**config.mk**
```make
export PLATFORM = sky130hd
export DESIGN_NAME = osd_running_indication_a
export DESIGN_NICKNAME = d
export VERILOG_FILES = /design/src/osd_pkg.sv /design/src/osd_running_indication_a.sv /design/src/osd_sync.sv
export SDC_FILE = /design/constraint.sdc
export NUM_CORES = 1
export LEC_CHECK = 0
export BUFFER_PORTS_ARGS = -buffer_cell sky130_fd_sc_hd__buf_4
export CAP_MARGIN = 30
export CORE_ASPECT_RATIO = 1.25
export CORE_MARGIN = 5
export CORE_UTILIZATION = 58
export DETAILED_ROUTE_END_ITERATION = 12
export PLACE_DENSITY = 0.83
export SYNTH_ARGS = -nofsm -noshare
export SYNTH_HDL_FRONTEND = slang
export SYNTH_HIERARCHICAL = 1
export SYNTH_SLANG_ARGS = --single-unit
```
**constraint.sdc**
```tcl
create_clock -name REF_CLK_IN -period 4.5 [get_ports REF_CLK_IN]
set_clock_uncertainty 0.2 [all_clocks]
set_input_delay 0.45 -clock REF_CLK_IN [delete_from_list [all_inputs] [get_ports REF_CLK_IN]]
set_output_delay 0.45 -clock REF_CLK_IN [all_outputs]
set_load 0.05 [all_outputs]
```
**src/osd_pkg.sv**
```systemverilog
// Constants shared by the output-stage self-diagnostic sequencer.
package osd_pkg;

    // APB register byte offsets.
    localparam logic [7:0] CTRL_OFS     = 8'h00;
    localparam logic [7:0] FUNC_LO_OFS  = 8'h04;
    localparam logic [7:0] FUNC_HI_OFS  = 8'h08;
    localparam logic [7:0] STATUS_OFS   = 8'h0c;
    localparam logic [7:0] IRQ_STAT_OFS = 8'h10;
    localparam logic [7:0] IRQ_MASK_OFS = 8'h14;
    localparam logic [7:0] HIST_OFS     = 8'h18;

    // Field positions and widths.
    localparam int DEPTH_LSB  = 0;
    localparam int DEPTH_W    = 2;
    localparam int FSEL_W     = 5;
    localparam int FSEL_PITCH = 8;
    localparam int CODE_W     = 4;
    localparam int ST_STATE   = 0;
    localparam int ST_RUN     = 2;
    localparam int ST_FLT     = 3;
    localparam int ST_SHOW    = 4;
    localparam int ST_CODE    = 8;
    localparam int ST_LAST    = 12;
    localparam int IRQ_DONE   = 0;
    localparam int IRQ_ABORT  = 1;
    localparam int IRQ_FAULT  = 2;
    localparam int IRQ_W      = 3;

    // Reset values.
    localparam logic [1:0] DEPTH_RST = 2'h0;
    localparam logic [4:0] FSEL_RST  = 5'h00;
    localparam logic [4:0] FSEL8_RST = 5'h07;
    localparam logic [2:0] MASK_RST  = 3'h0;

    // Input function codes.
    localparam logic [4:0] FUNC_RUNNING_INDICATION_A  = 5'h14;
    localparam logic [4:0] FUNC_RESET = 5'h05;

    // Depth selections.
    localparam logic [1:0] DEPTH_OFF    = 2'h0;
    localparam logic [1:0] DEPTH_SWITCH = 2'h1;
    localparam logic [1:0] DEPTH_PHASE  = 2'h2;
    localparam logic [1:0] DEPTH_FULL   = 2'h3;

    // Fault codes, one per check step.
    localparam logic [3:0] FAULT_U_UPPER_SWITCH = 4'h1;
    localparam logic [3:0] FAULT_W_LOWER_SWITCH = 4'h6;
    localparam logic [3:0] FAULT_SHORT_U_W      = 4'h7;
    localparam logic [3:0] FAULT_SHORT_V_W      = 4'h9;
    localparam logic [3:0] FAULT_GROUND_U       = 4'ha;
    localparam logic [3:0] FAULT_GROUND_W       = 4'hc;
    localparam logic [3:0] FAULT_OPEN_U         = 4'hd;
    localparam logic [3:0] FAULT_OPEN_W         = 4'hf;
    localparam logic [3:0] CODE_NONE            = 4'h0;

    // Sequencer states.
    typedef enum logic [1:0] {
        ST_IDLE  = 2'b00,
        ST_ISSUE = 2'b01,
        ST_WAIT  = 2'b10,
        ST_FAULT = 2'b11
    } osd_state_type;

endpackage : osd_pkg

```
**src/osd_running_indication_a.sv**
```systemverilog
// Output-stage self-diagnostic sequencer with its APB register file.
//
// Implementation choices: the placing of the registers and register access over APB.
`timescale 1ns/10ps

// Function
// - Depth select 0..3 chooses checks
// - Higher depth includes all lower checks
// - Depth 3 requests full three-phase ground check
// - Input with function code 20 triggers
// - Trigger on runs checks showing running indication
// - Stop key, trigger off or e-stop abort
// - Detected error shows and holds fault indication
// - Enter shows code, up/down browse codes
// - Stop key or reset input clears fault
// - Codes 1..6 are power switch faults
// - Codes 7..9 are phase-to-phase shorts
// - Codes 10..12 are phase ground faults
// - Codes 13..15 are open output phases
module osd_running_indication_a #(
    parameter int HIST_DEPTH = 4
) (
    input  wire logic        REF_CLK_IN,
    input  wire logic        RST_IN,
    input  wire logic        CE_IN,
    input  wire logic        PSEL_IN,
    input  wire logic        PENABLE_IN,
    input  wire logic        PWRITE_IN,
    input  wire logic [7:0]  PADDR_IN,
    input  wire logic [31:0] PWDATA_IN,
    output logic      [31:0] PRDATA_OUT,
    output logic             PREADY_OUT,
    output logic             PSLVERR_OUT,
    input  wire logic [7:0]  MF_INPUT_IN,
    input  wire logic        EMERGENCY_STOP_INPUT_IN,
    input  wire logic        KEY_STOP_RESET_IN,
    input  wire logic        KEY_ENTER_IN,
    input  wire logic        KEY_UP_IN,
    input  wire logic        KEY_DOWN_IN,
    output logic             CHECK_REQ_OUT,
    output logic      [3:0]  CHECK_CODE_OUT,
    output logic             CHECK_FULL_GROUND_OUT,
    input  wire logic        CHECK_ACK_IN,
    input  wire logic        CHECK_FAIL_IN,
    output logic             RUNNING_INDICATION_A_OUT,
    output logic             RUNNING_INDICATION_A_FAULT_INDICATION_OUT,
    output logic             CODE_SHOWN_OUT,
    output logic      [3:0]  SHOWN_CODE_OUT,
    output logic             MENU_RETURN_OUT,
    output logic             IRQ_OUT
);

    localparam int HW = $clog2(HIST_DEPTH);

    // Next check code after the given one at the given depth, zero at end.
    function automatic logic [3:0] next_code(input logic [3:0] code,
                                             input logic [1:0] depth);
        logic [3:0] nxt;
        nxt = code + 4'h1;
        if (code == osd_pkg::FAULT_W_LOWER_SWITCH) begin
            nxt = (depth >= osd_pkg::DEPTH_PHASE) ?
                  osd_pkg::FAULT_SHORT_U_W : osd_pkg::FAULT_GROUND_U;
        end else if (code == osd_pkg::FAULT_SHORT_V_W) begin
            nxt = osd_pkg::FAULT_OPEN_U;
        end else if (code == osd_pkg::FAULT_OPEN_W) begin
            nxt = osd_pkg::FAULT_GROUND_U;
        end else if (code == osd_pkg::FAULT_GROUND_W) begin
            nxt = osd_pkg::CODE_NONE;
        end
        return nxt;
    endfunction : next_code

    // Configuration and state.
    logic [1:0]                 running_indication_a_depth_select;
    logic [4:0]                 fsel [8];
    logic [2:0]                 irq_stat;
    logic [2:0]                 irq_mask;
    osd_pkg::osd_state_type     state;
    logic [3:0]                 cur_code;
    logic [3:0]                 hist [HIST_DEPTH];
    logic [HW-1:0]              hist_wr;
    logic [HW:0]                hist_cnt;
    logic [HW-1:0]              browse;
    logic                       shown;
    logic                       menu_ret;

    // Synchronised pins.
    logic [7:0] mf_q;
    logic [4:0] key_q;
    logic [4:0] key_rise;

    osd_sync #(.W(8)) u_mf_sync (
        .clk_in   (REF_CLK_IN),
        .rst_in   (RST_IN),
        .ce_in    (CE_IN),
        .d_in     (MF_INPUT_IN),
        .q_out    (mf_q),
        .rise_out (),
        .fall_out ()
    );

    osd_sync #(.W(5)) u_key_sync (
        .clk_in   (REF_CLK_IN),
        .rst_in   (RST_IN),
        .ce_in    (CE_IN),
        .d_in     ({EMERGENCY_STOP_INPUT_IN, KEY_DOWN_IN, KEY_UP_IN,
                    KEY_ENTER_IN, KEY_STOP_RESET_IN}),
        .q_out    (key_q),
        .rise_out (key_rise),
        .fall_out ()
    );

    // Trigger and reset-function levels gathered over all eight inputs.
    logic [7:0] trig_vec;
    logic [7:0] rst_vec;
    always_comb begin
        for (int i = 0; i < 8; i++) begin
            trig_vec[i] = mf_q[i] && (fsel[i] == osd_pkg::FUNC_RUNNING_INDICATION_A);
            rst_vec[i]  = mf_q[i] && (fsel[i] == osd_pkg::FUNC_RESET);
        end
    end

    logic trig_lvl;
    logic trig_prev;
    logic rstf_lvl;
    logic rstf_prev;
    assign trig_lvl = |trig_vec;
    assign rstf_lvl = |rst_vec;

    // Decoded events.
    wire stop_key  = key_rise[0];
    wire enter_key = key_rise[1];
    wire up_key    = key_rise[2];
    wire down_key  = key_rise[3];
    wire estop     = key_q[4];
    wire trig_on   = trig_lvl && !trig_prev;
    wire rstf_on   = rstf_lvl && !rstf_prev;
    wire running   = (state == osd_pkg::ST_ISSUE) ||
                     (state == osd_pkg::ST_WAIT);
    wire start_ok  = (state == osd_pkg::ST_IDLE) && trig_on && !estop &&
                     (running_indication_a_depth_select != osd_pkg::DEPTH_OFF);
    wire abort_now = running && (stop_key || !trig_lvl || estop);
    wire step_ack  = (state == osd_pkg::ST_WAIT) && CHECK_ACK_IN;
    wire step_fail = step_ack && CHECK_FAIL_IN;
    wire [3:0] step_next = next_code(cur_code, running_indication_a_depth_select);
    wire seq_done  = step_ack && !CHECK_FAIL_IN &&
                     (step_next == osd_pkg::CODE_NONE);
    wire fault_clr = (state == osd_pkg::ST_FAULT) &&
                     (stop_key || rstf_on);

    // APB decode; every access completes with no wait states.
    wire        apb_acc = PSEL_IN && PENABLE_IN;
    wire        apb_wr  = apb_acc && PWRITE_IN;
    wire        sel_ctl = PADDR_IN == osd_pkg::CTRL_OFS;
    wire        sel_flo = PADDR_IN == osd_pkg::FUNC_LO_OFS;
    wire        sel_fhi = PADDR_IN == osd_pkg::FUNC_HI_OFS;
    wire        sel_sts = PADDR_IN == osd_pkg::STATUS_OFS;
    wire        sel_irs = PADDR_IN == osd_pkg::IRQ_STAT_OFS;
    wire        sel_irm = PADDR_IN == osd_pkg::IRQ_MASK_OFS;
    wire        sel_hst = PADDR_IN == osd_pkg::HIST_OFS;
    wire        mapped  = sel_ctl | sel_flo | sel_fhi | sel_sts |
                          sel_irs | sel_irm | sel_hst;
    wire [2:0]  irq_set = {step_fail, abort_now, seq_done};
    wire [2:0]  irq_w1c = (apb_wr && sel_irs && CE_IN) ?
                          PWDATA_IN[2:0] : 3'h0;
    wire [3:0]  last_code = (hist_cnt == '0) ? osd_pkg::CODE_NONE :
                            hist[hist_wr - HW'(1)];

    // Read data assembled from the register fields.
    logic [31:0] rd_mux;
    always_comb begin
        rd_mux = 32'h0;
        if (sel_ctl) begin
            rd_mux[osd_pkg::DEPTH_LSB +: osd_pkg::DEPTH_W] = running_indication_a_depth_select;
        end
        for (int i = 0; i < 4; i++) begin
            if (sel_flo) begin
                rd_mux[i*osd_pkg::FSEL_PITCH +: osd_pkg::FSEL_W] = fsel[i];
            end
            if (sel_fhi) begin
                rd_mux[i*osd_pkg::FSEL_PITCH +: osd_pkg::FSEL_W] = fsel[i+4];
            end
        end
        if (sel_sts) begin
            rd_mux[osd_pkg::ST_STATE +: 2] = state;
            rd_mux[osd_pkg::ST_RUN]        = running;
            rd_mux[osd_pkg::ST_FLT]        = state == osd_pkg::ST_FAULT;
            rd_mux[osd_pkg::ST_SHOW]       = shown;
            rd_mux[osd_pkg::ST_CODE +: 4]  = hist[browse];
            rd_mux[osd_pkg::ST_LAST +: 4]  = last_code;
        end
        if (sel_irs) begin
            rd_mux[osd_pkg::IRQ_W-1:0] = irq_stat;
        end
        if (sel_irm) begin
            rd_mux[osd_pkg::IRQ_W-1:0] = irq_mask;
        end
        if (sel_hst) begin
            rd_mux[HW:0] = hist_cnt;
        end
    end

    assign PREADY_OUT  = 1'b1;
    assign PSLVERR_OUT = apb_acc && !mapped;

    // Read data is registered at the setup edge for the access cycle.
    always_ff @(posedge REF_CLK_IN) begin
        if (RST_IN) begin
            PRDATA_OUT <= 32'h0;
        end else if (CE_IN && PSEL_IN && !PENABLE_IN && !PWRITE_IN) begin
            PRDATA_OUT <= rd_mux;
        end
    end

    // Software-written configuration.
    always_ff @(posedge REF_CLK_IN) begin
        if (RST_IN) begin
            running_indication_a_depth_select <= osd_pkg::DEPTH_RST;
            irq_mask          <= osd_pkg::MASK_RST;
            for (int i = 0; i < 7; i++) begin
                fsel[i] <= osd_pkg::FSEL_RST;
            end
            fsel[7] <= osd_pkg::FSEL8_RST;
        end else if (CE_IN && apb_wr) begin
            if (sel_ctl) begin
                running_indication_a_depth_select <= PWDATA_IN[1:0];
            end
            if (sel_irm) begin
                irq_mask <= PWDATA_IN[2:0];
            end
            for (int i = 0; i < 4; i++) begin
                if (sel_flo) begin
                    fsel[i] <= PWDATA_IN[i*8 +: 5];
                end
                if (sel_fhi) begin
                    fsel[i+4] <= PWDATA_IN[i*8 +: 5];
                end
            end
        end
    end

    // Sticky interrupt bits; a new event wins over a same-cycle clear.
    always_ff @(posedge REF_CLK_IN) begin
        if (RST_IN) begin
            irq_stat <= 3'h0;
        end else if (CE_IN) begin
            irq_stat <= (irq_stat & ~irq_w1c) | irq_set;
        end
    end

    assign IRQ_OUT = |(irq_stat & irq_mask);

    // Diagnostic sequencer.
    always_ff @(posedge REF_CLK_IN) begin
        if (RST_IN) begin
            state     <= osd_pkg::ST_IDLE;
            cur_code  <= osd_pkg::CODE_NONE;
            trig_prev <= 1'b0;
            rstf_prev <= 1'b0;
            menu_ret  <= 1'b0;
        end else if (CE_IN) begin
            trig_prev <= trig_lvl;
            rstf_prev <= rstf_lvl;
            menu_ret  <= seq_done || abort_now || fault_clr;
            unique case (state)
                osd_pkg::ST_IDLE: begin
                    if (start_ok) begin
                        cur_code <= osd_pkg::FAULT_U_UPPER_SWITCH;
                        state    <= osd_pkg::ST_ISSUE;
                    end
                end
                osd_pkg::ST_ISSUE: begin
                    if (abort_now) begin
                        state <= osd_pkg::ST_IDLE;
                    end else begin
                        state <= osd_pkg::ST_WAIT;
                    end
                end
                osd_pkg::ST_WAIT: begin
                    if (abort_now) begin
                        state <= osd_pkg::ST_IDLE;
                    end else if (step_fail) begin
                        state <= osd_pkg::ST_FAULT;
                    end else if (seq_done) begin
                        state <= osd_pkg::ST_IDLE;
                    end else if (step_ack) begin
                        cur_code <= step_next;
                        state    <= osd_pkg::ST_ISSUE;
                    end
                end
                osd_pkg::ST_FAULT: begin
                    if (fault_clr) begin
                        state <= osd_pkg::ST_IDLE;
                    end
                end
            endcase
        end
    end

    // Fault record memory and keypad browsing of stored codes.
    always_ff @(posedge REF_CLK_IN) begin
        if (RST_IN) begin
            hist_wr  <= '0;
            hist_cnt <= '0;
            browse   <= '0;
            shown    <= 1'b0;
            for (int i = 0; i < HIST_DEPTH; i++) begin
                hist[i] <= osd_pkg::CODE_NONE;
            end
        end else if (CE_IN) begin
            if (step_fail) begin
                hist[hist_wr] <= cur_code;
                browse        <= hist_wr;
                hist_wr       <= hist_wr + HW'(1);
                if (hist_cnt != (HW+1)'(HIST_DEPTH)) begin
                    hist_cnt <= hist_cnt + (HW+1)'(1);
                end
            end
            if (state != osd_pkg::ST_FAULT) begin
                shown <= 1'b0;
            end else if (!fault_clr) begin
                if (enter_key) begin
                    shown <= 1'b1;
                end
                if (shown && up_key) begin
                    browse <= browse + HW'(1);
                end else if (shown && down_key) begin
                    browse <= browse - HW'(1);
                end
            end
        end
    end

    // Check request to the power stage, held until acknowledged or aborted.
    assign CHECK_REQ_OUT         = state == osd_pkg::ST_WAIT;
    assign CHECK_CODE_OUT        = cur_code;
    assign CHECK_FULL_GROUND_OUT =
        running_indication_a_depth_select == osd_pkg::DEPTH_FULL;

    // Keypad display indications; running replaced by fault on error.
    assign RUNNING_INDICATION_A_OUT  = running;
    assign RUNNING_INDICATION_A_FAULT_INDICATION_OUT = state == osd_pkg::ST_FAULT;
    assign CODE_SHOWN_OUT            = shown;
    assign SHOWN_CODE_OUT            = hist[browse];
    assign MENU_RETURN_OUT           = menu_ret;

endmodule : osd_running_indication_a

```
**src/osd_sync.sv**
```systemverilog
// Two-stage synchroniser with edge detection for keypad and terminal pins.
`timescale 1ns/10ps
module osd_sync #(
    parameter int W = 1
) (
    input  wire logic         clk_in,
    input  wire logic         rst_in,
    input  wire logic         ce_in,
    input  wire logic [W-1:0] d_in,
    output logic      [W-1:0] q_out,
    output logic      [W-1:0] rise_out,
    output logic      [W-1:0] fall_out
);

    logic [W-1:0] meta;
    logic [W-1:0] stable;
    logic [W-1:0] prev;

    // The first stage feeds only the second; edges use later stages.
    always_ff @(posedge clk_in) begin
        if (rst_in) begin
            meta   <= '0;
            stable <= '0;
            prev   <= '0;
        end else if (ce_in) begin
            meta   <= d_in;
            stable <= meta;
            prev   <= stable;
        end
    end

    // Edges last one enabled cycle.
    assign q_out    = stable;
    assign rise_out = stable & ~prev;
    assign fall_out = ~stable & prev;

endmodule : osd_sync

```
After elaboration in Yosys (flattened, before gate mapping). Memories as Yosys holds them, arrays and structs flattened. A register that Yosys moved wholly into a read port is not among the register bits. Index checks and enable logic that the tools add are counted.

Register bits after elaboration: 78. Memories kept: 2. Word-level logic and storage cells: 227. Output and inout bits: 49. RAM bits: 56.

Memory list: fsel (words 8, bits a word 5, rd ports 8, clocked after Yosys merged registers in 0, wr ports 8, RTL line osd_running_indication_a.sv:75) `logic [4:0] fsel [8];`; hist (words 4, bits a word 4, rd ports 2, clocked after Yosys merged registers in 1, wr ports 4, RTL line osd_running_indication_a.sv:80) `logic [3:0] hist [HIST_DEPTH];`.

Add/subtract/negate cells: 6. Equal/unequal tests: 40. Multiplexer cells: 70. $lt $le $gt $ge: 1. Bitwise operators: 20. Reductions and logical operators: 70.

Operators by type and width (count): 5-bit two-way mux (17); 4-bit two-way mux (12); 5-bit by 3-bit equality test with 1-bit output, second input constant (8); 5-bit equality test, second input constant (8); 1-bit logical AND (38); 2-bit two-way mux (16); 8-bit by 5-bit equality test with 1-bit output, second input constant (3); 1-bit two-way mux (18); 8-bit by 4-bit equality test with 1-bit output, second input constant (2); 8-bit OR reduction (2); 1-bit bitwise OR (14); 4-bit equality test, second input constant (3); 3-bit two-way mux (4); 2-bit inequality test, second input constant (5); 8-bit by 3-bit equality test with 1-bit output, second input constant (1); 1-bit logical NOT (8); 8-bit logical NOT (1); 8-bit two-way mux (1); 2-bit case mux with 4 select lines (1); 4-bit case mux with 2 select lines (1); 7-bit AND reduction (1); 3-bit bitwise AND (2); 2-bit equality test, second input constant (3); 1-bit logical OR (6); 23 further kinds (32).

Logic depth before layout (Yosys ltp). Gate-level depths: netlist (run 1).

Depth after elaboration: 11. Depth in mapped cells: 9. Depth with buffers taken out: 8.

Hierarchy. The synthesis (run 1) kept the hierarchy.

Modules (own cells, without submodules): osd_running_indication_a (times used 1, cells each 547, area each 5435.2 µm²); osd_sync (u_mf_sync) (times used 1, cells each 93, area each 970.9 µm²); osd_sync (u_key_sync) (times used 1, cells each 58, area each 613.1 µm²).

Worst setup path before layout (run 1). Ideal clock, no wire load.

Path kind: register -> register. Start: register cur_code[0] (netlist: CHECK_CODE_OUT[0]). End: register cur_code[0] (netlist: CHECK_CODE_OUT[0]). Clock period less this slack: 2.917 ns. Setup time: 0.123 ns. Slack: 1.583 ns. Arrival time: 2.593 ns. Required time: 4.177 ns. Stages on the path, launching flop included: 9. Path through: dfxtp_1 -> inv_1 -> ha_1 -> nor2b_1 -> a32oi_1 -> o21ai_0 -> and4_1 -> a2111oi_4 -> mux2_1.

Longest elaborated chain between the ends: 10.

Ends and longest elaborated chain: start, declared (RTL line osd_running_indication_a.sv:79) `logic [3:0] cur_code;`; start signal, assigned (RTL line osd_running_indication_a.sv:257) `cur_code <= osd_pkg::CODE_NONE;`; start signal, assigned (RTL line osd_running_indication_a.sv:268) `cur_code <= osd_pkg::FAULT_U_UPPER_SWITCH;`; start signal, assigned (RTL line osd_running_indication_a.sv:287) `cur_code <= step_next;`; 4-bit by 1-bit adder with 4-bit output or 4-bit equality test (tied branches) (RTL line osd_running_indication_a.sv:59, osd_running_indication_a.sv:67); 4-bit two-way mux (RTL line osd_running_indication_a.sv:67) `end else if (code == osd_pkg::FAULT_GROUND_W) begin`; 4-bit two-way mux (RTL line osd_running_indication_a.sv:65) `end else if (code == osd_pkg::FAULT_OPEN_W) begin`; 4-bit two-way mux (RTL line osd_running_indication_a.sv:63) `end else if (code == osd_pkg::FAULT_SHORT_V_W) begin`; 4-bit two-way mux (*) (RTL line osd_running_indication_a.sv:60) `if (code == osd_pkg::FAULT_W_LOWER_SWITCH) begin`; 4-bit two-way mux (RTL line osd_running_indication_a.sv:286) `end else if (step_ack) begin`; 4-bit two-way mux (RTL line osd_running_indication_a.sv:284) `end else if (seq_done) begin`; 4-bit two-way mux (RTL line osd_running_indication_a.sv:282) `end else if (step_fail) begin`; 4-bit two-way mux (RTL line osd_running_indication_a.sv:280) `if (abort_now) begin`; 4-bit case mux with 2 select lines (RTL line osd_running_indication_a.sv:265) `unique case (state)`.

Mark *: on every way between the ends. The rest lies on a longest branch, timed or not. The select of a mux whose other input is x is not followed. A chain may end at the register's enable or synchronous reset.

Worst setup path after layout (run 1). Same ends and word-level chain as after synthesis.

==> Implementation_results.wiki, run 1 <==
{| class="wikitable"
! Metric !! Value
|-
| Cell type group with the largest total delay on the critical path || simple AND/OR/NAND/NOR gates
|-
| Crit start category || flip-flop
|-
| Upper clock frequency limit || 341.1 MHz
|-
| Measured slew at the worst slew-check pin || 0.9132 ns
|-
| Pin count of the biggest net entering global routing || 86
|-
| Sum of net half-perimeters after detailed placement || 11.50 mm
|-
| Hold buffers post-CTS || 0
|-
| Net load switching power || 686.1 uW
|-
| Number of core rows || 43
|-
| Number of cells produced by synthesis || 649
|-
| Int Power || 2252 uW
|-
| Gate power share || 0.071
|-
| Power per cell area || 377.3 mW/mm^2
|-
| Clock transition at path regs || 0.06 ns
|-
| DR vias/cell || 6.123
|-
| Hold wc startpoint || PWDATA_IN[16]
|-
| CP cell instances || inv_1 -> ha_1 -> nor2b_1 -> nor3_1 -> a311oi_1 -> and4_1 -> a2111oi_4 -> mux2_1
|-
| Share of post-route cells with drive strength above 1 || 0.1989
|-
| Endpoint arrival time on the critical path || 3.03 ns
|-
| Yosys warns || 6
|-
| Effective utilization at floorplan || 0.5935
|-
| CTS max path bufs || 2
|-
| Number of CTS-inserted buffers || 17
|-
| Number of clock sinks seen by CTS || 136
|-
| Antenna violations before repair || 0
|-
| R2R cell count || 8
|-
| GP Congestion || 0.9305
|-
| GRT Total Usage || 0.2386
|-
| Residual antenna-violating net count after detailed routing || 0
|-
| Cell at the root of the clock tree || clkbuf_16
|-
| Layout Nets || 792
|-
| Lkg Pwr || 0.003085 uW
|-
| Post-detailed-routing wire length || 16.18 mm
|-
| Number of max-cap violations || 0
|-
| Routed vias || 5321
|-
| Clock latency on the worst-skew pair || 0.42 ns
|-
| Final-layout worst hold slack || 0.05043 ns
|-
| Final hold violations || 0
|-
| Final Critical Period || 2.932 ns
|-
| Die area || 0.01358 sq mm
|-
| Type of the worst min-delay path || in -> reg
|-
| Cell with the largest stage delay on the worst path || dfxtp_1
|-
| Result of the run || finished, final reports clean
|-
| Critical register-to-register path endpoint || CHECK_CODE_OUT[0]
|-
| Vertical extent of the die || 129.1 um
|-
| Number of max-slew violations in the final report || 0
|-
| CP max FO || 10
|-
| WHS Path Cells || 3
|-
| Setup slack on the worst flop-to-flop path || 1.57 ns
|-
| Inserted Diodes || 0
|-
| Number of port buffers || 87
|-
| Buffer count from post-CTS setup fixing || 0
|-
| Proportion of total power due to net switching || 0.2335
|-
| Number of resized instances in the post-cts repair step || 0
|-
| Instance area after placement || 0.007187 sq mm
|-
| Mapped cell area || 0.006578 sq mm
|-
| Worst relative slew slack || 0.3912
|-
| Clock tree from TritonCTS || built
|-
| Reg2Reg Launch Point || CHECK_CODE_OUT[0]
|-
| Post-route cell area || 0.007787 sq mm
|-
| Vias in the first global route || 5295
|-
| Final core occ || 0.7026
|-
| Pre-Repair DR Iteration Count || 5
|-
| Crit path required time || 4.60 ns
|-
| Clock network fraction of design power || 0.472
|-
| Number of endpoints failing setup at the final stage || 0
|-
| Slowest Stage Delay on Critical Path || 0.54 ns
|-
| Average footprint of a synthesized cell || 10.13 sq um
|-
| Number of remaining DRC errors || 0
|-
| Type of element capturing the critical path || flip-flop
|-
| Critical path class || reg -> reg
|-
| Register share of total power || 0.457
|-
| Maximum ir drop on the vdd rail || 0.2270 mV
|-
| Number of H-tree levels || 4
|-
| Number of placed I/O pins || 110
|-
| RSZ-0062 raised after global routing || false
|-
| Global-route congestion overflow total || 0
|-
| Setup total negative slack || 0 ns
|-
| Buf/Inv on CP || 1
|-
| Average wire per standard cell || 18.62 um
|-
| Area of the core || 0.01108 sq mm
|-
| Drt initial violations || 471
|-
| Area growth from synthesis to layout || 18.39%
|-
| X dimension of the die || 105.3 um
|-
| Crit share post-route || 0.6515
|-
| First-pass GRT wire length || 25.84 mm
|-
| End point of the worst hold path || fsel[0][30]
|}
==> layout by cell type (no fill, tap or decap), drive strengths merged, types with 3 or more instances in the layout <==
| master | n |
|---|---|
| nor2 | 93 |
| buf | 93 |
| dfxtp | 85 |
| edfxtp | 51 |
| and2 | 39 |
| mux2i | 39 |
| nand2 | 33 |
| inv | 32 |
| nor3 | 26 |
| a21oi | 21 |
| clkbuf | 19 |
| a221oi | 18 |
| nor2b | 16 |
| o21ai | 14 |
| nand2b | 13 |
| a32oi | 10 |
| ha | 10 |
| conb | 10 |
| mux4 | 8 |
| nand3 | 8 |
| nor4bb | 8 |
| a22oi | 7 |
| mux2 | 7 |
| clkinv | 6 |
| nand3b | 5 |
| nand4 | 4 |
| a22o | 4 |
| and3 | 3 |
| or3 | 3 |
| o211ai | 3 |
| xnor2 | 3 |
| nor4 | 3 |
==> metal layers <==
metal  track usage  vias up  routed length [um]
met5             0        -                   0
met4        0.1114        0                 507
met3       0.05331       43                1205
met2        0.4346      251                8674
met1        0.2632     2561                5796
li1              -     2466                   -
==> worst max-delay path by stage <==
stage / slack (ns) / start / to / cells past startpoint
after floorplan: 1.58 / CHECK_CODE_OUT[0] / CHECK_CODE_OUT[0] / 8
after global placement: 1.37 / PADDR_IN[0] / fsel[0][23] / 7
after detailed placement: 1.33 / PADDR_IN[0] / fsel[0][23] / 7
after CTS: 1.60 / CHECK_CODE_OUT[0] / CHECK_CODE_OUT[0] / 8
after global routing: 1.38 / CHECK_CODE_OUT[0] / CHECK_CODE_OUT[0] / 8
final: 1.57 / CHECK_CODE_OUT[0] / CHECK_CODE_OUT[0] / 8
==> flip-flops by register name, indices dropped and copies added (netlist names), 3 cells and up, named ones only <==
register / cells
fsel: 40
PRDATA_OUT: 23
hist: 16
u_mf_sync/meta: 8
u_mf_sync/q_out: 8
u_key_sync/meta: 5
u_key_sync/q_out: 5
CHECK_CODE_OUT: 4
u_key_sync/prev: 4
hist_cnt: 3
irq_mask: 3
irq_stat: 3
==> power groups by stage <==
stage / clock network [uW] / registers [uW] / logic [uW]
after floorplan: 0 / 1380 / 128
after global placement: 0 / 1370 / 202
after detailed placement: 0 / 1370 / 206
after CTS: 1400 / 1340 / 207
after global routing: 1450 / 1350 / 224
final: 1390 / 1340 / 209
==> layout make-up <==
type,instances,area (sq um)
Clock inverter,13,142.6
Inverter,28,105.1
Tap cell,135,168.9
Timing Repair Buffer,93,698.2
Sequential cell,136,3233
Fill cell,833,3296
Clock buffer,19,457.9
Multi-Input combinational cell,445,2982
==> tightest hold or removal path: stages <==
cell and delay (ns):
buf_4 0.09, nand2_1 0.04, o21ai_1 0.06
==> stage by stage <==
stage	worst slack (ns)	total power [uW]	instances
after global placement	1.372	1567	837
after global routing	1.378	3020	869
after CTS	1.598	2946	869
after floorplan	1.583	1505	657
after detailed placement	1.329	1574	837
final	1.568	2939	869
Power figures use the tool's default switching activity.
==> inputs of run 2 (changes only) <==
--- a/config.mk
+++ b/config.mk
@@ -9,9 +9,9 @@
 export CAP_MARGIN = 30
 export CORE_ASPECT_RATIO = 1.25
 export CORE_MARGIN = 5
-export CORE_UTILIZATION = 58
+export CORE_UTILIZATION = 52
 export DETAILED_ROUTE_END_ITERATION = 12
-export PLACE_DENSITY = 0.83
+export PLACE_DENSITY = 0.79
 export SYNTH_ARGS = -nofsm -noshare
 export SYNTH_HDL_FRONTEND = slang
 export SYNTH_HIERARCHICAL = 1
==> constraint.sdc (replaced) <==
create_clock -name REF_CLK_IN -period 2.6 [get_ports REF_CLK_IN]
set_clock_uncertainty 0.2 [all_clocks]
set_input_delay 0.26 -clock REF_CLK_IN [delete_from_list [all_inputs] [get_ports REF_CLK_IN]]
set_output_delay 0.26 -clock REF_CLK_IN [all_outputs]
set_load 0.05 [all_outputs]
==> run 2 against run 1 <==
Compared with the run above:
- sequential share of layout area fell by 3.4 points
- first-iteration DRC count fell by 18%
- combinational power rose by 110%
- global-route usage fell by 0.52 points
- clock power rose by 65%
- critical path depth fell by 1
- utilization fell by 2.6 points
- die area rose by 11%
- worst setup slack got worse by 1.5 ns
- sequential power rose by 74%
- sequential cell count did not move
- non-clock buffer count rose by 59
==> Implementation_results.wiki, run 2 (synthesized netlist as in run 1, its figures left out) <==
{| class="wikitable"
! Metric !! Value
|-
| Layout Nets || 851
|-
| Crit share post-route || 0.9872
|-
| Residual antenna-violating net count after detailed routing || 0
|-
| Number of flip-flops under the largest register name || 40
|-
| Critical path class || reg -> reg
|-
| Post-detailed-routing wire length || 17.45 mm
|-
| Final Critical Period || 2.567 ns
|-
| Crit path required time || 2.73 ns
|-
| Slowest Stage Delay on Critical Path || 0.50 ns
|-
| Number of port buffers || 87
|-
| Setup WS post-layout || 0.03316 ns
|-
| Crit start category || flip-flop
|-
| Die area || 0.01501 sq mm
|-
| Cell at the root of the clock tree || clkbuf_16
|-
| CTS max path bufs || 2
|-
| DR vias/cell || 5.715
|-
| Register share of total power || 0.461
|-
| Proportion of total power due to net switching || 0.2266
|-
| Met3 routed wirelength || 1.121 mm
|-
| Post-route cell area || 0.008493 sq mm
|-
| Clock transition at path regs || 0.06 ns
|-
| First-pass GRT wire length || 28.01 mm
|-
| Total length of routed met2 wires || 9.288 mm
|-
| Number of core rows || 46
|-
| Global-route congestion overflow total || 0
|-
| Number of max-slew violations in the final report || 0
|-
| Top metal layer carrying routed signals || met4
|-
| Inserted Diodes || 0
|-
| Measured slew at the worst slew-check pin || 0.8547 ns
|-
| Number of placed I/O pins || 110
|-
| Routed vias || 5492
|-
| Gate power share || 0.085
|-
| Buf/Inv on CP || 1
|-
| X dimension of the die || 110.6 um
|-
| Top reg by flops || fsel
|-
| Final hold violations || 0
|-
| Worst relative slew slack || 0.4302
|-
| Setup total negative slack || 0 ns
|-
| Maximum ir drop on the vdd rail || 0.3380 mV
|-
| Result of the run || finished, final reports clean
|-
| Power per cell area || 594.8 mW/mm^2
|-
| Post-Place Worst Slack || -0.03353 ns
|-
| Upper clock frequency limit || 389.6 MHz
|-
| Cell type with the highest occurrence count on the critical path || nand4_1
|-
| GP Congestion || 0.9301
|-
| Clock latency on the worst-skew pair || 0.42 ns
|-
| Post-Route M1 WL || 6.391 mm
|-
| Number of CTS-inserted buffers || 17
|-
| Number of clock sinks seen by CTS || 136
|-
| Effective utilization at floorplan || 0.5242
|-
| Average wire per standard cell || 18.16 um
|-
| Net load switching power || 1145 uW
|-
| Pre-Repair DR Iteration Count || 6
|-
| Cell type group with the largest total delay on the critical path || simple AND/OR/NAND/NOR gates
|-
| Number of max-cap violations || 0
|-
| CP cell instances || nor4bb_2 -> a32oi_1 -> nand4_1 -> nand4_1 -> a2111oi_4 -> buf_4 -> mux2i_2
|-
| Area of the core || 0.01255 sq mm
|-
| Type of the worst min-delay path || in -> reg
|-
| Lkg Pwr || 0.003381 uW
|-
| Cell with the largest stage delay on the worst path || nor4bb_2
|-
| Registers with the highest flip-flop counts || fsel (40), PRDATA_OUT (23), hist (16)
|-
| Antenna violations before repair || 0
|-
| Area growth from synthesis to layout || 29.12%
|-
| Vias in the first global route || 5691
|-
| Int Power || 3907 uW
|-
| GRT Total Usage || 0.2334
|-
| Number of H-tree levels || 4
|-
| Drt initial violations || 385
|-
| Sum of net half-perimeters after detailed placement || 12.61 mm
|-
| Number of remaining DRC errors || 0
|-
| Clock tree from TritonCTS || built
|-
| PnR Total Power || 5052 uW
|-
| Pin count of the biggest net entering global routing || 47
|-
| Commonest non-fill, non-tap cells in the layout || buf_4 (116), nor2_1 (93), dfxtp_1 (83)
|-
| CP max FO || 3
|-
| Number of endpoints failing setup at the final stage || 0
|-
| Instance area after placement || 0.007433 sq mm
|-
| Final core occ || 0.6769
|-
| Vertical extent of the die || 135.7 um
|-
| Share of post-route cells with drive strength above 1 || 0.2396
|-
| Endpoint arrival time on the critical path || 2.70 ns
|-
| Clock network fraction of design power || 0.454
|-
| Most common cell after layout, fill and taps aside || buf_4
|-
| Type of element capturing the critical path || flip-flop
|}
## run 2: worst register-to-register path, cell delays in order, from the launching register on
cell and delay, ns:
dfxtp_1 0.34, nor4bb_2 0.50, a32oi_1 0.20, nand4_1 0.23, nand4_1 0.19, a2111oi_4 0.42, buf_4 0.20, mux2i_2 0.21
## run 2: power by group through the flow
stage	Sequential, uW	Combinational [uW]	Clock (uW)
2_1_floorplan	2380	221	0
3_3_place_gp	2360	370	0
3_5_place_dp	2370	378	0
4_1_cts	2320	421	2320
5_1_grt	2330	458	2430
6_report	2330	430	2300
## run 2: path summary, 6_finish.rpt
check	slack (ns)	cells past startpoint	from	to
worst max-delay path	0.03	7	fsel[0][31]	CHECK_CODE_OUT[2]
worst min-delay path	0.05	3	CE_IN	irq_stat[1]
worst max register to register	0.03	7	fsel[0][31]	CHECK_CODE_OUT[2]
worst min register to register	0.25	2	PRDATA_OUT[14]	PRDATA_OUT[14]
## run 2: metrics by stage
| step | hold WS (ns) | std cells |
|---|---|---|
| floorplan | 0.1324 | 657 |
| global placement | 0.2450 | 893 |
| detailed placement | 0.2457 | 893 |
| CTS | 0.02613 | 959 |
| global route | 0.04487 | 961 |
| finish | 0.04636 | 961 |
## run 2: layout make-up
class	instances	area, sq um
tap	168	210.2
clock inverter	7	65.06
multi-input combinational	445	3117
fill	937	4054
timing repair buffer	152	1251
clock buffer	25	506.7
inverter	28	105.1
sequential	136	3238
## run 2: repair_timing
action | CTS | global route
setup buffers | 0 | 2
pin swaps | 0 | 4
setup endpoints to repair | 8 | 11
hold buffers | 34 | 0
gates resized for setup | 4 | 21
endpoints found under the hold margin | 60 | 0
## run 2: routing by layer
metal	GRT usage	vias up
li1	-	2577
met1	0.2578	2622
met2	0.4244	241
met3	0.05183	52
met4	0.1136	0
met5	0	-
==> inputs of run 3 (changes only) <==
--- a/config.mk
+++ b/config.mk
@@ -9,9 +9,9 @@
 export CAP_MARGIN = 30
 export CORE_ASPECT_RATIO = 1.25
 export CORE_MARGIN = 5
-export CORE_UTILIZATION = 52
+export CORE_UTILIZATION = 50
 export DETAILED_ROUTE_END_ITERATION = 12
-export PLACE_DENSITY = 0.79
+export PLACE_DENSITY = 0.77
 export SYNTH_ARGS = -nofsm -noshare
 export SYNTH_HDL_FRONTEND = slang
 export SYNTH_HIERARCHICAL = 1
==> run 3 against run 2 <==
Compared with the run above:
- highest routed layer unchanged
- sequential power about the same
- cell area grew 0.56%
- critical path depth shrank 1
- register-to-register slack improved by 0.03 ns
- total power grew 2.4%
==> Implementation_results.wiki, run 3 (synthesized netlist as in run 1, its figures left out) <==
{| class="wikitable"
! Metric !! Value
|-
| Layout Nets || 851
|-
| Average wire per standard cell || 18.36 um
|-
| Upper clock frequency limit || 393.9 MHz
|-
| Cell with the largest stage delay on the worst path || nor4bb_2
|-
| Crit share post-route || 0.9764
|-
| Final Critical Period || 2.539 ns
|-
| CTS max path bufs || 2
|-
| Cell at the root of the clock tree || clkbuf_16
|-
| Slowest Stage Delay on Critical Path || 0.46 ns
|-
| DR vias/cell || 5.760
|-
| Vertical extent of the die || 138.2 um
|-
| Area of the core || 0.01278 sq mm
|-
| Clock transition at path regs || 0.06 ns
|-
| GRT Total Usage || 0.2256
|-
| Number of endpoints failing setup at the final stage || 0
|-
| Number of port buffers || 87
|-
| CP max FO || 3
|-
| First-pass GRT wire length || 27.93 mm
|-
| Routed vias || 5535
|-
| Inserted Diodes || 0
|-
| Clock tree from TritonCTS || built
|-
| Global-route congestion overflow total || 0
|-
| WHS Path Cells || 4
|-
| Int Power || 3988 uW
|-
| Share of post-route cells with drive strength above 1 || 0.2383
|-
| Commonest non-fill, non-tap cells in the layout || buf_4 (116), nor2_1 (93), dfxtp_1 (83)
|-
| Number of remaining DRC errors || 0
|-
| Sum of net half-perimeters after detailed placement || 12.55 mm
|-
| Effective utilization at floorplan || 0.5148
|-
| Maximum ir drop on the vdd rail || 0.4260 mV
|-
| Die area || 0.01556 sq mm
|-
| Gate power share || 0.083
|-
| RSZ-0062 raised after global routing || true
|-
| CP cell instances || nor4bb_2 -> a32oi_1 -> nand4_1 -> a41oi_2 -> a2111oi_4 -> mux2_1
|-
| Setup slack on the worst flop-to-flop path || 0.06 ns
|-
| Vias in the first global route || 5627
|-
| Registers with the highest flip-flop counts || fsel (40), PRDATA_OUT (23), hist (16)
|-
| Reg2Reg Launch Point || fsel[0][6]
|-
| Endpoint arrival time on the critical path || 2.64 ns
|-
| Most common cell after layout, fill and taps aside || buf_4
|-
| Number of core rows || 46
|-
| Crit path required time || 2.70 ns
|-
| Drt initial violations || 456
|-
| Number of flip-flops under the largest register name || 40
|-
| GP Congestion || 0.9530
|-
| Clock latency on the worst-skew pair || 0.42 ns
|-
| Pre-Repair DR Iteration Count || 5
|-
| Crit start category || flip-flop
|-
| Number of H-tree levels || 4
|-
| Final-layout worst hold slack || 0.02405 ns
|-
| Net load switching power || 1187 uW
|-
| Number of max-cap violations || 0
|-
| Number of clock sinks seen by CTS || 136
|-
| Post-Place Worst Slack || -0.02164 ns
|-
| Type of the worst min-delay path || in -> reg
|-
| End point of the worst hold path || PRDATA_OUT[15]
|-
| Measured slew at the worst slew-check pin || 0.8685 ns
|-
| Top reg by flops || fsel
|-
| Worst relative slew slack || 0.4210
|-
| Power per cell area || 605.9 mW/mm^2
|-
| Final hold violations || 0
|-
| Final core occ || 0.6684
|-
| Proportion of total power due to net switching || 0.2294
|-
| Lkg Pwr || 0.003395 uW
|-
| Number of max-slew violations in the final report || 0
|-
| Result of the run || finished, final reports clean
|-
| Critical path class || reg -> reg
|-
| Residual antenna-violating net count after detailed routing || 0
|-
| Register share of total power || 0.450
|-
| Type of element capturing the critical path || flip-flop
|-
| Antenna violations before repair || 0
|-
| Post-detailed-routing wire length || 17.65 mm
|-
| Placed cell count || 893
|-
| Critical register-to-register path endpoint || CHECK_CODE_OUT[0]
|-
| Finished Layout Cells || 961
|-
| Area growth from synthesis to layout || 29.85%
|-
| X dimension of the die || 112.6 um
|-
| Number of placed I/O pins || 110
|-
| Setup WS post-layout || 0.06141 ns
|-
| Clock network fraction of design power || 0.467
|-
| Number of CTS-inserted buffers || 17
|-
| R2R cell count || 6
|-
| Hold wc startpoint || PENABLE_IN
|-
| Setup total negative slack || 0 ns
|-
| Pin count of the biggest net entering global routing || 47
|}
run 3: timing repair:
item                                   4_1_cts  5_1_grt
cloned                                       0        0
gates resized for setup                      4       19
endpoints found under the hold margin       59        0
hold buffers                                34        0
buffers inserted                             0        2
pin swaps                                    1        6
setup endpoints to repair                    9       11
run 3: worst max-delay path, delay by kind of cell (launching register included):
kind / cells / cell delay, ns
AO/OA/AOI/OAI: 3 / 0.79
flip-flops: 1 / 0.40
multiplexers: 1 / 0.35
AND/OR/NAND/NOR: 2 / 0.69
run 3: how the worst max path moves through the flow:
stage | startpoint | end | slack, ns | depth (start not counted)
2_1_floorplan | CHECK_CODE_OUT[0] | CHECK_CODE_OUT[0] | -0.06 | 8
3_3_place_gp | fsel[0][6] | CHECK_CODE_OUT[0] | 0.04 | 6
3_5_place_dp | fsel[0][26] | state[0] | -0.02 | 6
4_1_cts | fsel[0][13] | CHECK_CODE_OUT[0] | -0.004 | 7
5_1_grt | fsel[0][11] | CHECK_CODE_OUT[0] | -0.05 | 7
6_report | fsel[0][6] | CHECK_CODE_OUT[0] | 0.06 | 6
run 3: layout make-up:
cell class	instances	area, sq um
multi-input cells	445	3132
flip-flops and latches	136	3238
inverters	28	105.1
clock inverters	10	117.6
clock buffers	22	486.7
fillers	962	4237
well taps	168	210.2
repair buffers	152	1251
run 3: routing by layer:
layer	GRT usage	wire length, um
met5	0	0
met4	0.1076	652
met3	0.06373	1365
met2	0.3986	9251
met1	0.2462	6376
run 3: stage by stage:
step	power, uW	area (sq um)
after detailed placement	2745	7440
after floorplan	2604	6615
after global placement	2734	7440
after global routing	5343	8541
final	5175	8541
after CTS	5196	8412
run 3: power by group through the flow:
stage	clock network (uW)	logic, uW	registers, uW
after floorplan	0	221	2380
after CTS	2450	422	2320
after global routing	2550	459	2330
final	2420	430	2330
after global placement	0	372	2360
after detailed placement	0	377	2370
